--- src/cmt_pkg.sv ---
// Shared constants and carrier types for the compare match timer.
package cmt_pkg;

  // Counter widths and pin count.
  localparam int CMT_CNT_W = 8;
  localparam int CMT_PRE_W = 4;
  localparam int CMT_DIV_W = 1;
  localparam int CMT_PINS  = 3;

  // Values after reset, hardware or software.
  localparam logic [7:0] CMT_CNT_RST = 8'h00;
  localparam logic [7:0] CMT_CMP_RST = 8'h00;
  localparam logic [3:0] CMT_PRE_RST = 4'h0;
  localparam logic [0:0] CMT_DIV_RST = 1'h0;

  // Clock output selection codes, {msb, mid, lsb}.
  localparam logic [2:0] CMT_CKSEL_F2  = 3'h0;
  localparam logic [2:0] CMT_CKSEL_SUB = 3'h1;
  localparam logic [2:0] CMT_CKSEL_F4  = 3'h2;
  localparam logic [2:0] CMT_CKSEL_F8  = 3'h4;

  // Pin route codes, {pin_route_bit_b, pin_route_bit_a}.
  localparam logic [1:0] CMT_ROUTE_P0 = 2'h0;
  localparam logic [1:0] CMT_ROUTE_P1 = 2'h1;
  localparam logic [1:0] CMT_ROUTE_P2 = 2'h2;

  // Run state of the counter.
  typedef enum logic [1:0] {
    CMT_ST_STOP = 2'b01,
    CMT_ST_RUN  = 2'b10
  } cmt_state_t;

  // Software write strobes with their data.
  typedef struct packed {
    logic       start_wr;
    logic       start_wdata;
    logic       cmp_wr;
    logic [7:0] cmp_wdata;
    logic       rst_wr;
    logic       rst_wdata;
  } cmt_sw_t;

  // Static configuration levels.
  typedef struct packed {
    logic       prescale_counter_select;
    logic       match_irq_enable;
    logic       clock_out_enable;
    logic [2:0] clock_out_select;
    logic       compare_out_select;
    logic       pin_route_bit_a;
    logic       pin_route_bit_b;
    logic       gpio_level;
  } cmt_cfg_t;

  // Internal clocks offered on the output pin, as sampled levels.
  typedef struct packed {
    logic clk_f2;
    logic subclock;
    logic clk_f4;
    logic clk_f8;
  } cmt_clks_t;

  // Readable state.
  typedef struct packed {
    logic       count_start_bit;
    logic       count_status_flag;
    logic       soft_reset_bit;
    logic [7:0] counter_read_reg;
    logic [7:0] compare_value_reg;
  } cmt_stat_t;

endpackage

--- src/cmt_top.sv ---
// Output compare timer: divided count source, 8-bit match counter, pin out.
module cmt_top
  import cmt_pkg::*;
(
  input  wire logic                clk,
  input  wire logic                rst_n,
  input  wire logic                src_tick,
  input  wire cmt_sw_t             sw,
  input  wire cmt_cfg_t            cfg,
  input  wire cmt_clks_t           clks,
  output cmt_stat_t                stat,
  output logic                     match_irq,
  output logic     [CMT_PINS-1:0]  pin_out,
  output logic     [CMT_PINS-1:0]  pin_oe_n
);

  cmt_state_t     state_r;
  cmt_state_t     state_nxt;
  logic           start_r;
  logic           start_nxt;
  logic           srst_r;
  logic           srst_nxt;
  logic [7:0]     cnt_r;
  logic [7:0]     cnt_nxt;
  logic [7:0]     cmp_r;
  logic [7:0]     cmp_nxt;
  logic           tgl_r;
  logic           tgl_nxt;
  logic           irq_r;
  logic           irq_nxt;
  logic           ck_r;
  logic           ck_nxt;
  logic           soft_clr;
  logic           running;
  logic           half_tick;
  logic           pre_tick;
  logic           cnt_tick;
  logic           match;
  logic           cmp_wr_ok;
  logic           pin_level;
  logic           pin_drive;

  // Soft reset acts on the falling write of the bit, after it was set.
  assign soft_clr = sw.rst_wr & ~sw.rst_wdata & srst_r;
  assign running  = (state_r == CMT_ST_RUN);

  // First stage halves the source; it only moves while counting so that
  // a stopped timer resumes with its phase intact.
  cmt_divider #(
    .W        (CMT_DIV_W)
  ) u_half (
    .clk      (clk),
    .rst_n    (rst_n),
    .clr      (soft_clr),
    .tick_in  (src_tick & running),
    .tick_out (half_tick)
  );

  // Optional sixteen-fold prescale stage.
  cmt_divider #(
    .W        (CMT_PRE_W)
  ) u_pre (
    .clk      (clk),
    .rst_n    (rst_n),
    .clr      (soft_clr),
    .tick_in  (half_tick & cfg.prescale_counter_select),
    .tick_out (pre_tick)
  );

  // Counting clock is 2 or 32 source ticks.
  assign cnt_tick = cfg.prescale_counter_select ? pre_tick : half_tick;
  assign match    = cnt_tick & (cnt_r == cmp_r);

  // The compare value may change only while both start and status are low.
  assign cmp_wr_ok = sw.cmp_wr & ~start_r & ~running;

  // Control: start bit, soft reset bit and run state. Status follows the
  // start bit on the next source tick, as the count domain sees it.
  always_comb
  begin
    start_nxt = start_r;
    srst_nxt  = srst_r;
    state_nxt = state_r;
    if (sw.rst_wr)
    begin
      srst_nxt = sw.rst_wdata;
    end
    if (sw.start_wr)
    begin
      start_nxt = sw.start_wdata;
    end
    unique case (state_r)
      CMT_ST_STOP:
      begin
        if (src_tick && start_r)
        begin
          state_nxt = CMT_ST_RUN;
        end
      end
      CMT_ST_RUN:
      begin
        if (src_tick && !start_r)
        begin
          state_nxt = CMT_ST_STOP;
        end
      end
      default:
      begin
        state_nxt = CMT_ST_STOP;
      end
    endcase
    if (soft_clr)
    begin
      start_nxt = 1'b0;
      state_nxt = CMT_ST_STOP;
    end
  end

  always_ff @(posedge clk)
  begin
    if (!rst_n)
    begin
      start_r <= 1'b0;
      srst_r  <= 1'b0;
      state_r <= CMT_ST_STOP;
    end
    else
    begin
      start_r <= start_nxt;
      srst_r  <= srst_nxt;
      state_r <= state_nxt;
    end
  end

  // Counter, compare value, toggle and request. There is no write path to
  // the counter, so only a soft reset can disturb a running count.
  always_comb
  begin
    cnt_nxt = cnt_r;
    cmp_nxt = cmp_r;
    tgl_nxt = tgl_r;
    irq_nxt = 1'b0;
    if (match)
    begin
      cnt_nxt = CMT_CNT_RST;
      irq_nxt = cfg.match_irq_enable;
      if (cfg.compare_out_select)
      begin
        tgl_nxt = ~tgl_r;
      end
    end
    else if (cnt_tick)
    begin
      cnt_nxt = cnt_r + 8'h01;
    end
    if (cmp_wr_ok)
    begin
      cmp_nxt = sw.cmp_wdata;
    end
    if (soft_clr)
    begin
      cnt_nxt = CMT_CNT_RST;
      cmp_nxt = CMT_CMP_RST;
      tgl_nxt = 1'b0;
      irq_nxt = 1'b0;
    end
  end

  always_ff @(posedge clk)
  begin
    if (!rst_n)
    begin
      cnt_r <= CMT_CNT_RST;
      cmp_r <= CMT_CMP_RST;
      tgl_r <= 1'b0;
      irq_r <= 1'b0;
    end
    else
    begin
      cnt_r <= cnt_nxt;
      cmp_r <= cmp_nxt;
      tgl_r <= tgl_nxt;
      irq_r <= irq_nxt;
    end
  end

  // Clock output select. The selected source is retimed into ck_r, so the pin changes
  // only on clk edges; a selection change while enabled switches ck_r at the next edge and the pin at the edge after.
  always_comb
  begin
    ck_nxt = 1'b0;
    unique case (cfg.clock_out_select)
      CMT_CKSEL_F2:  ck_nxt = clks.clk_f2;
      CMT_CKSEL_SUB: ck_nxt = clks.subclock;
      CMT_CKSEL_F4:  ck_nxt = clks.clk_f4;
      CMT_CKSEL_F8:  ck_nxt = clks.clk_f8;
      default:       ck_nxt = 1'b0;
    endcase
  end

  always_ff @(posedge clk)
  begin
    if (!rst_n)
    begin
      ck_r <= 1'b0;
    end
    else
    begin
      ck_r <= ck_nxt;
    end
  end

  // Pin function: clock output first, then compare toggle, else the pin
  // is left to the port logic and the timer does not drive it.
  always_comb
  begin
    pin_level = cfg.gpio_level;
    pin_drive = 1'b0;
    if (cfg.clock_out_enable)
    begin
      pin_level = ck_r;
      pin_drive = 1'b1;
    end
    else if (cfg.compare_out_select)
    begin
      pin_level = tgl_r;
      pin_drive = 1'b1;
    end
  end

  cmt_pin_route u_route (
    .clk      (clk),
    .rst_n    (rst_n),
    .level    (pin_level),
    .drive    (pin_drive),
    .route    ({cfg.pin_route_bit_b, cfg.pin_route_bit_a}),
    .pin_out  (pin_out),
    .pin_oe_n (pin_oe_n)
  );

  // Readable state comes straight from the registers.
  always_comb
  begin
    stat.count_start_bit   = start_r;
    stat.count_status_flag = running;
    stat.soft_reset_bit    = srst_r;
    stat.counter_read_reg  = cnt_r;
    stat.compare_value_reg = cmp_r;
  end
  assign match_irq = irq_r;

  // Checks.
  a_match_reload: assert property (@(posedge clk) disable iff (!rst_n)
    match |=> cnt_r == CMT_CNT_RST)
    else $error("counter did not reload zero on match");

  a_count_step: assert property (@(posedge clk) disable iff (!rst_n)
    cnt_tick && !match && !soft_clr |=> cnt_r == $past(cnt_r) + 8'h01)
    else $error("counter did not step on count tick");

  a_stop_hold: assert property (@(posedge clk) disable iff (!rst_n)
    !running && !soft_clr |=> $stable(cnt_r) && $stable(tgl_r))
    else $error("stopped timer changed count or output");

  a_irq_cause: assert property (@(posedge clk) disable iff (!rst_n)
    irq_r == $past(match && cfg.match_irq_enable && !soft_clr))
    else $error("interrupt request not tied to enabled match");

  a_toggle_flip: assert property (@(posedge clk) disable iff (!rst_n)
    match && cfg.compare_out_select && !soft_clr |=> tgl_r != $past(tgl_r))
    else $error("compare output did not invert on match");

  a_cmp_guard: assert property (@(posedge clk) disable iff (!rst_n)
    (start_r || running) && !soft_clr |=> $stable(cmp_r))
    else $error("compare value changed while timer active");

  a_soft_clear: assert property (@(posedge clk) disable iff (!rst_n)
    soft_clr |=> cnt_r == CMT_CNT_RST && cmp_r == CMT_CMP_RST && !tgl_r
      && !start_r && !running)
    else $error("soft reset left timer state");

  a_start_run: assert property (@(posedge clk) disable iff (!rst_n)
    sw.start_wr && sw.start_wdata && !soft_clr
      ##1 src_tick && start_r && !soft_clr |=> running)
    else $error("status did not follow start bit");

  a_half_rate: assert property (@(posedge clk) disable iff (!rst_n)
    half_tick |-> !$past(half_tick))
    else $error("halved count source ticked twice in a row");

endmodule // cmt_top

--- src/cmt_divider.sv ---
// Free divider stage that passes every 2**W-th input tick.
module cmt_divider
  import cmt_pkg::*;
#(
  parameter int W = 1
)
(
  input  wire logic clk,
  input  wire logic rst_n,
  input  wire logic clr,
  input  wire logic tick_in,
  output logic      tick_out
);

  logic [W-1:0] cnt_r;
  logic [W-1:0] cnt_nxt;

  // Count input ticks; a clear wins because it comes from a timer reset.
  always_comb
  begin
    cnt_nxt = cnt_r;
    if (clr)
    begin
      cnt_nxt = '0;
    end
    else if (tick_in)
    begin
      cnt_nxt = cnt_r + W'(1);
    end
  end

  always_ff @(posedge clk)
  begin
    if (!rst_n)
    begin
      cnt_r <= '0;
    end
    else
    begin
      cnt_r <= cnt_nxt;
    end
  end

  // Pass the tick that wraps the stage.
  assign tick_out = tick_in & (&cnt_r) & ~clr;

endmodule // cmt_divider

--- src/cmt_pin_route.sv ---
// Routes the timer output level to one of three candidate port pins.
module cmt_pin_route
  import cmt_pkg::*;
(
  input  wire logic                clk,
  input  wire logic                rst_n,
  input  wire logic                level,
  input  wire logic                drive,
  input  wire logic [1:0]          route,
  output logic     [CMT_PINS-1:0]  pin_out,
  output logic     [CMT_PINS-1:0]  pin_oe_n
);

  logic [CMT_PINS-1:0] out_nxt;
  logic [CMT_PINS-1:0] oe_n_nxt;

  // Only the selected pin is driven; the others stay with the port logic.
  always_comb
  begin
    out_nxt  = '0;
    oe_n_nxt = '1;
    unique case (route)
      CMT_ROUTE_P0:
      begin
        out_nxt[0]  = level;
        oe_n_nxt[0] = ~drive;
      end
      CMT_ROUTE_P1:
      begin
        out_nxt[1]  = level;
        oe_n_nxt[1] = ~drive;
      end
      CMT_ROUTE_P2:
      begin
        out_nxt[2]  = level;
        oe_n_nxt[2] = ~drive;
      end
      default:
      begin
        out_nxt  = '0;
        oe_n_nxt = '1;
      end
    endcase
  end

  always_ff @(posedge clk)
  begin
    if (!rst_n)
    begin
      pin_out  <= '0;
      pin_oe_n <= '1;
    end
    else
    begin
      pin_out  <= out_nxt;
      pin_oe_n <= oe_n_nxt;
    end
  end

endmodule // cmt_pin_route

--- config.mk ---
export PLATFORM = sky130hd
export DESIGN_NAME = cmt_top
export DESIGN_NICKNAME = d
export VERILOG_FILES = /design/src/cmt_pkg.sv /design/src/cmt_top.sv /design/src/cmt_divider.sv /design/src/cmt_pin_route.sv
export SDC_FILE = /design/constraint.sdc
export NUM_CORES = 1
export LEC_CHECK = 0
export BUFFER_PORTS_ARGS = -buffer_cell sky130_fd_sc_hd__buf_2
export CAP_MARGIN = 20
export CORE_AREA = 2 2 70 59
export DETAILED_ROUTE_END_ITERATION = 16
export DIE_AREA = 0 0 72 61
export GPL_TIMING_DRIVEN = 0
export PLACE_DENSITY_LB_ADDON = 0.1
export SKIP_CTS_REPAIR_TIMING = 1
export SLEW_MARGIN = 10
export SYNTH_ARGS = -nofsm -noshare
export SYNTH_HDL_FRONTEND = slang
export SYNTH_SLANG_ARGS = --single-unit
--- constraint.sdc ---
create_clock -name clk -period 1.8 [get_ports clk]
set_input_delay 0.09 -clock clk [delete_from_list [all_inputs] [get_ports clk]]
set_output_delay 0.09 -clock clk [all_outputs]
set_load 0.01 [all_outputs]
==> results.toml, run 1 <==
[power]
combPwrFrac = 0.117
internal_power_mw = 1.15
total_power_mw = 1.50
pwr-share-seq = 0.526
power_density_nw_per_um2 = 762
leakagePower_nw = 0.928
clkPwrFrac = 0.357
ir_worst_vdd_v = 0.000450
swShare = 0.233
power_switching_uw = 350

[die]
boundaryPins = 56
std_cell_rows = 20
coreArea_um2 = 3680
dieArea_um2 = 4390
chipHeight_um = 61
initial_core_util = 0.411
die_x_um = 72

[global_route]
grt_pass1_vias = 1265
grt_max_degree = 11
overflow = 0
grt_util_all_layers = 0.170
grt_pass1_wl_um = 5640
antenna_found_initial = 0

[setup_path]
cp.arrival_ns = 1.91
reg2reg_from = "u_pre.cnt_r[0]$_SDFFE_PP0N_"
crit_family = "simple AND/OR/NAND/NOR gates"
path_class = "reg2reg"
crit_start = "u_pre.cnt_r[0]$_SDFFE_PP0N_"
crit_required_ns = 1.96
crit_path_start_kind = "register"
crit_cells = 6
crit_fanout = 6
worst-path-buf-inv = 0
critPathMaxStageDelay_ns = 0.48
crit_chain = "ha_4 -> nand3_2 -> a2111o_1 -> nor4_2 -> xnor2_1 -> nor2_1"
crit_slowest_cell = "a2111o_1"
r2r_cells = 6
cp-end-kind = "register"

[clock_network]
h-tree-depth = 2
cts_made_buffers = 5
cts-root-buf = "clkbuf_8"
clk_pin_slew_ns = 0.06
clkLatencyLatePin_ns = 0.28
cts_sinks = 34
max-clock-path-buffers = 2
cts_tree = "built"

[final_layout]
drive_above_1_share = 0.333
register_area_um2 = 683
finalNonFillerCells = 272
num_antenna_cells = 0
final_common_cell = "buf_2"
nets = 261
multi_input_area_um2 = 801
fillCellCount = 371
final_cell_mix = "buf_2, dfxtp_1, nor2_1"
syn2layout_area_growth_pct = 30.2

[status]
outcome = "finished, final reports clean"

[sta]
period_share = 0.972
rsz0062_at_grt = "yes"
tightest_slew_ns = 0.501
slew_headroom = 0.665
fmax_mhz = 571
setup_slack_ns = 0.0501
fin_hold_ws_ns = 0.0219
slew_viol_final = 0
fin_crit_ns = 1.75
setup_violations = 0
hold_viol = 0
clock_skew_ns = 0.00323
timing.setup.tns_ns = 0

[synthesis]
synth_edf_count = 0
syn_inst = 165
async_flop_share = 0
ys_seq_area_frac = 0.450
syn_area_um2 = 1510
synth-seq-cells = 34
synth_cell_types = 30
yosys_most_used_dff = "dfxtp_1"
ys_warn_count = 0
avgSynthCellArea_um2 = 9.16
syn-num-nets = 197

[drt]
drc = 0
antenna_left = 0
drt_iter0_drc = 38
num_vias = 1353
via_per_inst = 4.97
wirelength_um = 3520
wl_per_cell_um = 12.9
drt_first_pass_iters = 4

[placement]
post-place-cells = 263
numPortBuffers = 54
dp_slack_ns = -0.150
hpwl_um = 2740
place.gp.congestion = 0.789

[min_path]
worst_hold_startpoint = "cfg[1]"
hp-class = "in2reg"
min_path_cells = 2

[run]
maxCapViolCount = 0
-- cells by family (layout without fill, tap and decap cells) --
kind of cell,Yosys count,after routing,share of synthesized area
fa+ha+maj,2,2,0.0166
xor+xnor,13,13,0.0753
buf+inv,11,74,0.0356
flops,34,34,0.450
simple gates,68,68,0.238
compound gates,25,25,0.104
mux,12,12,0.0795
-- cells in the mapped netlist, types with 2 or more instances --
master / count / share of area
nand2_1: 13 / 0.032
nand3b_1: 2 / 0.0099
xnor2_1: 11 / 0.064
clkbuf_1: 2 / 0.0050
nor3_1: 3 / 0.0099
xor2_1: 2 / 0.012
nor2_1: 21 / 0.052
nor3b_1: 2 / 0.0099
and3_1: 5 / 0.021
dfxtp_1: 34 / 0.45
nand3_1: 2 / 0.0066
buf_4: 3 / 0.015
and2_1: 2 / 0.0083
a21oi_1: 5 / 0.017
nor2b_1: 8 / 0.033
a22o_1: 6 / 0.035
nand2b_1: 2 / 0.0083
ha_1: 2 / 0.017
inv_1: 5 / 0.012
mux2i_1: 12 / 0.079
nand4_1: 3 / 0.012
o21ai_0: 12 / 0.040
-- power groups by stage --
stage	Sequential, mW	Combinational (mW)	Clock, mW
6_report	0.789	0.175	0.536
5_1_grt	0.791	0.196	0.592
4_1_cts	0.789	0.174	0.558
3_5_place_dp	0.806	0.174	0
3_3_place_gp	0.805	0.168	0
2_1_floorplan	0.810	0.0927	0
-- flip-flops by register name (all words and copies together) (netlist names) --
signal,cells
tgl_r,1
match_irq,1
u_route.pin_out,3
u_route.pin_oe_n,3
cnt_r,8
srst_r,1
state_r,2
u_half.cnt_r,1
cmp_r,8
ck_r,1
u_pre.cnt_r,4
start_r,1
-- worst register-to-register path: stages (launching register included) --
cell and delay, ns:
dfxtp_2 0.37, ha_4 0.15, nand3_2 0.08, a2111o_1 0.48, nor4_2 0.35, xnor2_1 0.15
nor2_1 0.05
-- cell type report --
cell class	instances	area share
Tap cell	44	0.0280
Inverter	5	0.00954
Clock buffer	6	0.0420
Sequential cell	34	0.347
Timing Repair Buffer	57	0.149
Buffer	6	0.0178
Multi-Input combinational cell	120	0.407
-- per-stage QoR --
step | utilization | cell area [um^2]
3_5_place_dp | 0.499 | 1840
6_report | 0.535 | 1970
5_1_grt | 0.535 | 1970
2_1_floorplan | - | 1510
3_3_place_gp | 0.499 | 1840
4_1_cts | 0.522 | 1920
-- worst paths after layout --
kind,to,slack [ns]
worst min-delay path,u_route.pin_out[1]$_SDFF_PN0_,0.02
worst min register to register,tgl_r$_SDFFE_PP0P_,0.52
worst max register to register,tgl_r$_SDFFE_PP0P_,0.05
worst max-delay path,tgl_r$_SDFFE_PP0P_,0.05
-- per-layer routing --
layer	vias up	track usage	routed length [um]
li1	691	-	-
met3	5	0.0532	199
met5	-	0	0
met4	0	0.0755	44
met1	623	0.211	1640
met2	34	0.275	1630
(Power assumes the default switching activity.)
==> run 2: changes to the inputs <==
--- a/config.mk
+++ b/config.mk
@@ -5,15 +5,16 @@
 export SDC_FILE = /design/constraint.sdc
 export NUM_CORES = 1
 export LEC_CHECK = 0
-export BUFFER_PORTS_ARGS = -buffer_cell sky130_fd_sc_hd__buf_2
+export BUFFER_PORTS_ARGS = -buffer_cell sky130_fd_sc_hd__buf_4
 export CAP_MARGIN = 20
-export CORE_AREA = 2 2 70 59
+export CORE_AREA = 2 2 69 58
 export DETAILED_ROUTE_END_ITERATION = 16
-export DIE_AREA = 0 0 72 61
+export DIE_AREA = 0 0 71 60
 export GPL_TIMING_DRIVEN = 0
 export PLACE_DENSITY_LB_ADDON = 0.1
 export SKIP_CTS_REPAIR_TIMING = 1
 export SLEW_MARGIN = 10
 export SYNTH_ARGS = -nofsm -noshare
 export SYNTH_HDL_FRONTEND = slang
+export SYNTH_HIERARCHICAL = 1
 export SYNTH_SLANG_ARGS = --single-unit
==> results.toml, run 2 <==
[sta]
tightest_slew_ns = 0.420
clock_skew_ns = 0.00285
period_share = 1.20
setup_violations = 10
slew_headroom = 0.720
fin_hold_ws_ns = 0.0374
fmax_mhz = 464
rsz0062_at_grt = "yes"
hold_viol = 0
slew_viol_final = 0
setup_slack_ns = -0.357
fin_crit_ns = 2.16

[final_layout]
register_area_um2 = 682
reg_top3 = "cmp_r (8), cnt_r (8), u_pre/cnt_r (4)"
syn2layout_area_growth_pct = 45.4
multi_input_area_um2 = 835
final_cell_mix = "buf_4, dfxtp_1, nor2_1"
post-route-util = 0.614
num_antenna_cells = 0
final_common_cell = "buf_4"
nets = 263
drive_above_1_share = 0.427
fillCellCount = 316

[min_path]
worst_hold_startpoint = "cfg[1]"
min_path_cells = 2
hp-class = "in2reg"
holdPathEnd = "u_route/pin_oe_n[2]$_SDFF_PN1_"

[power]
power_density_nw_per_um2 = 692
power_switching_uw = 356
combPwrFrac = 0.121
leakagePower_nw = 1.02
pwr-share-seq = 0.512
clkPwrFrac = 0.367
ir_worst_vdd_v = 0.000300
swShare = 0.231
internal_power_mw = 1.19
total_power_mw = 1.54

[global_route]
grt_max_degree = 15
grt_pass1_vias = 1220
overflow = 0
grt_util_all_layers = 0.165
grt_pass1_wl_um = 5400
antenna_found_initial = 0

[synthesis]
async_flop_share = 0
synth_top_cells_by_count = "dfxtp_1, nor2_1, mux2i_1"
synth_edf_count = 0
synth_top_family_by_area = "simple AND/OR/NAND/NOR gates"
synth-compound-area-share = 0.0458
synth_cell_types = 41
avgSynthCellArea_um2 = 9.69
synthSimpleGateAreaFrac = 0.264
yosysMostFrequentCell = "dfxtp_1"
synth_top_area_frac = 0.444
ys_seq_area_frac = 0.444
synth_xor_area_frac = 0.0915
synth-seq-cells = 34
syn_area_um2 = 1530
synth_area_leaders = "dfxtp_1, mux2i_1, xnor2_1"
yosys_most_used_dff = "dfxtp_1"
syn-num-nets = 190
yosysTopAreaCell = "dfxtp_1"
synth_fa_ha_area_frac = 0.0163
syn_inst = 158
ys_warn_count = 6
synth.mux.area_fraction = 0.101

[drt]
drt_iter0_drc = 26
via_per_inst = 5.01
wirelength_um = 3580
wl_per_cell_um = 13.0
num_vias = 1384
drt_first_pass_iters = 4
drc = 0
antenna_left = 0

[die]
chipHeight_um = 60
coreArea_um2 = 3630
std_cell_rows = 20
boundaryPins = 56
initial_core_util = 0.422
die_x_um = 71
dieArea_um2 = 4260

[setup_path]
path_class = "reg2reg"
reg2reg_from = "state_r[0]$_SDFFE_PP1P_"
crit_path_start_kind = "register"
r2r_cells = 14
crit_fanout = 6
cp.arrival_ns = 2.38
rr_endpoint = "match_irq$_SDFF_PP0_"
crit_required_ns = 2.03
cp-end-kind = "register"
r2r_setup_slack_ns = -0.36

[placement]
numPortBuffers = 55
dp_slack_ns = -0.475
hpwl_um = 2610
place.gp.congestion = 0.725

[clock_network]
max-clock-path-buffers = 2
cts-root-buf = "clkbuf_8"
cts_tree = "built"
clkLatencyLatePin_ns = 0.28
cts_made_buffers = 5
clk_pin_slew_ns = 0.06
cts_sinks = 34
h-tree-depth = 2

[run]
maxCapViolCount = 0

[status]
outcome = "complete, but fails checks"
failed_checks = "negative setup slack"
run 2: worst max path at each step:
stage                                 end  slack, ns  depth (start not counted)                    start
finish               match_irq$_SDFF_PP0_      -0.36                         14  state_r[0]$_SDFFE_PP1P_
global route         match_irq$_SDFF_PP0_      -0.48                         14  state_r[0]$_SDFFE_PP1P_
CTS                 cnt_r[6]$_SDFFE_PP0P_      -0.50                         13  state_r[0]$_SDFFE_PP1P_
detailed placement   match_irq$_SDFF_PP0_      -0.47                         13  state_r[0]$_SDFFE_PP1P_
global placement     match_irq$_SDFF_PP0_      -0.45                         13  state_r[0]$_SDFFE_PP1P_
floorplan           cnt_r[6]$_SDFFE_PP0P_      -0.28                         13  state_r[0]$_SDFFE_PP1P_
run 2: through the flow:
step	instances	cell area [um^2]	TNS, ns
2_1_floorplan	158	1560	-1.76
3_3_place_gp	257	2020	-3.90
3_5_place_dp	257	2020	-4.23
4_1_cts	265	2110	-4.44
5_1_grt	276	2230	-4.43
6_report	276	2230	-3.17
run 2: kinds of logic after synthesis:
logic type | Yosys count
buf+inv | 10
simple gates | 69
compound gates | 12
flops | 34
fa+ha+maj | 2
mux | 15
xor+xnor | 16
run 2: per-layer routing:
metal	part of all wire	wire length (um)	vias up	global-route usage
met5	0	0	-	0
met4	0.020	70	0	0.0889
met3	0.061	217	9	0.0472
met2	0.47	1680	44	0.267
met1	0.45	1610	634	0.202
li1	-	-	697	-
run 2: final cells by class:
class | count | area share
multi-input combinational | 114 | 0.375
sequential | 34 | 0.306
timing repair buffer | 67 | 0.229
clock buffer | 7 | 0.0388
tap | 44 | 0.0247
buffer | 7 | 0.0197
inverter | 2 | 0.00449
clock inverter | 1 | 0.00225
run 2: power by group through the flow:
stage                     sequential, mW  combinational (mW)  clock [mW]
final                              0.790               0.187       0.566
after global routing               0.792               0.205       0.622
after CTS                          0.790               0.187       0.589
after detailed placement           0.807               0.186           0
after global placement             0.806               0.181           0
after floorplan                    0.810              0.0811           0
run 2: worst max-delay path, stage by stage, from the launching register on:
cell and delay, ns:
dfxtp_2 0.32, nand2b_4 0.15, inv_4 0.05, and2_4 0.14, nand2_2 0.05, nor2_2 0.09
and2_4 0.16, nand4_1 0.07, nor2_1 0.09, mux2_4 0.20, buf_4 0.13, nand3_2 0.10
nor3_4 0.25, buf_6 0.13, and4_1 0.17
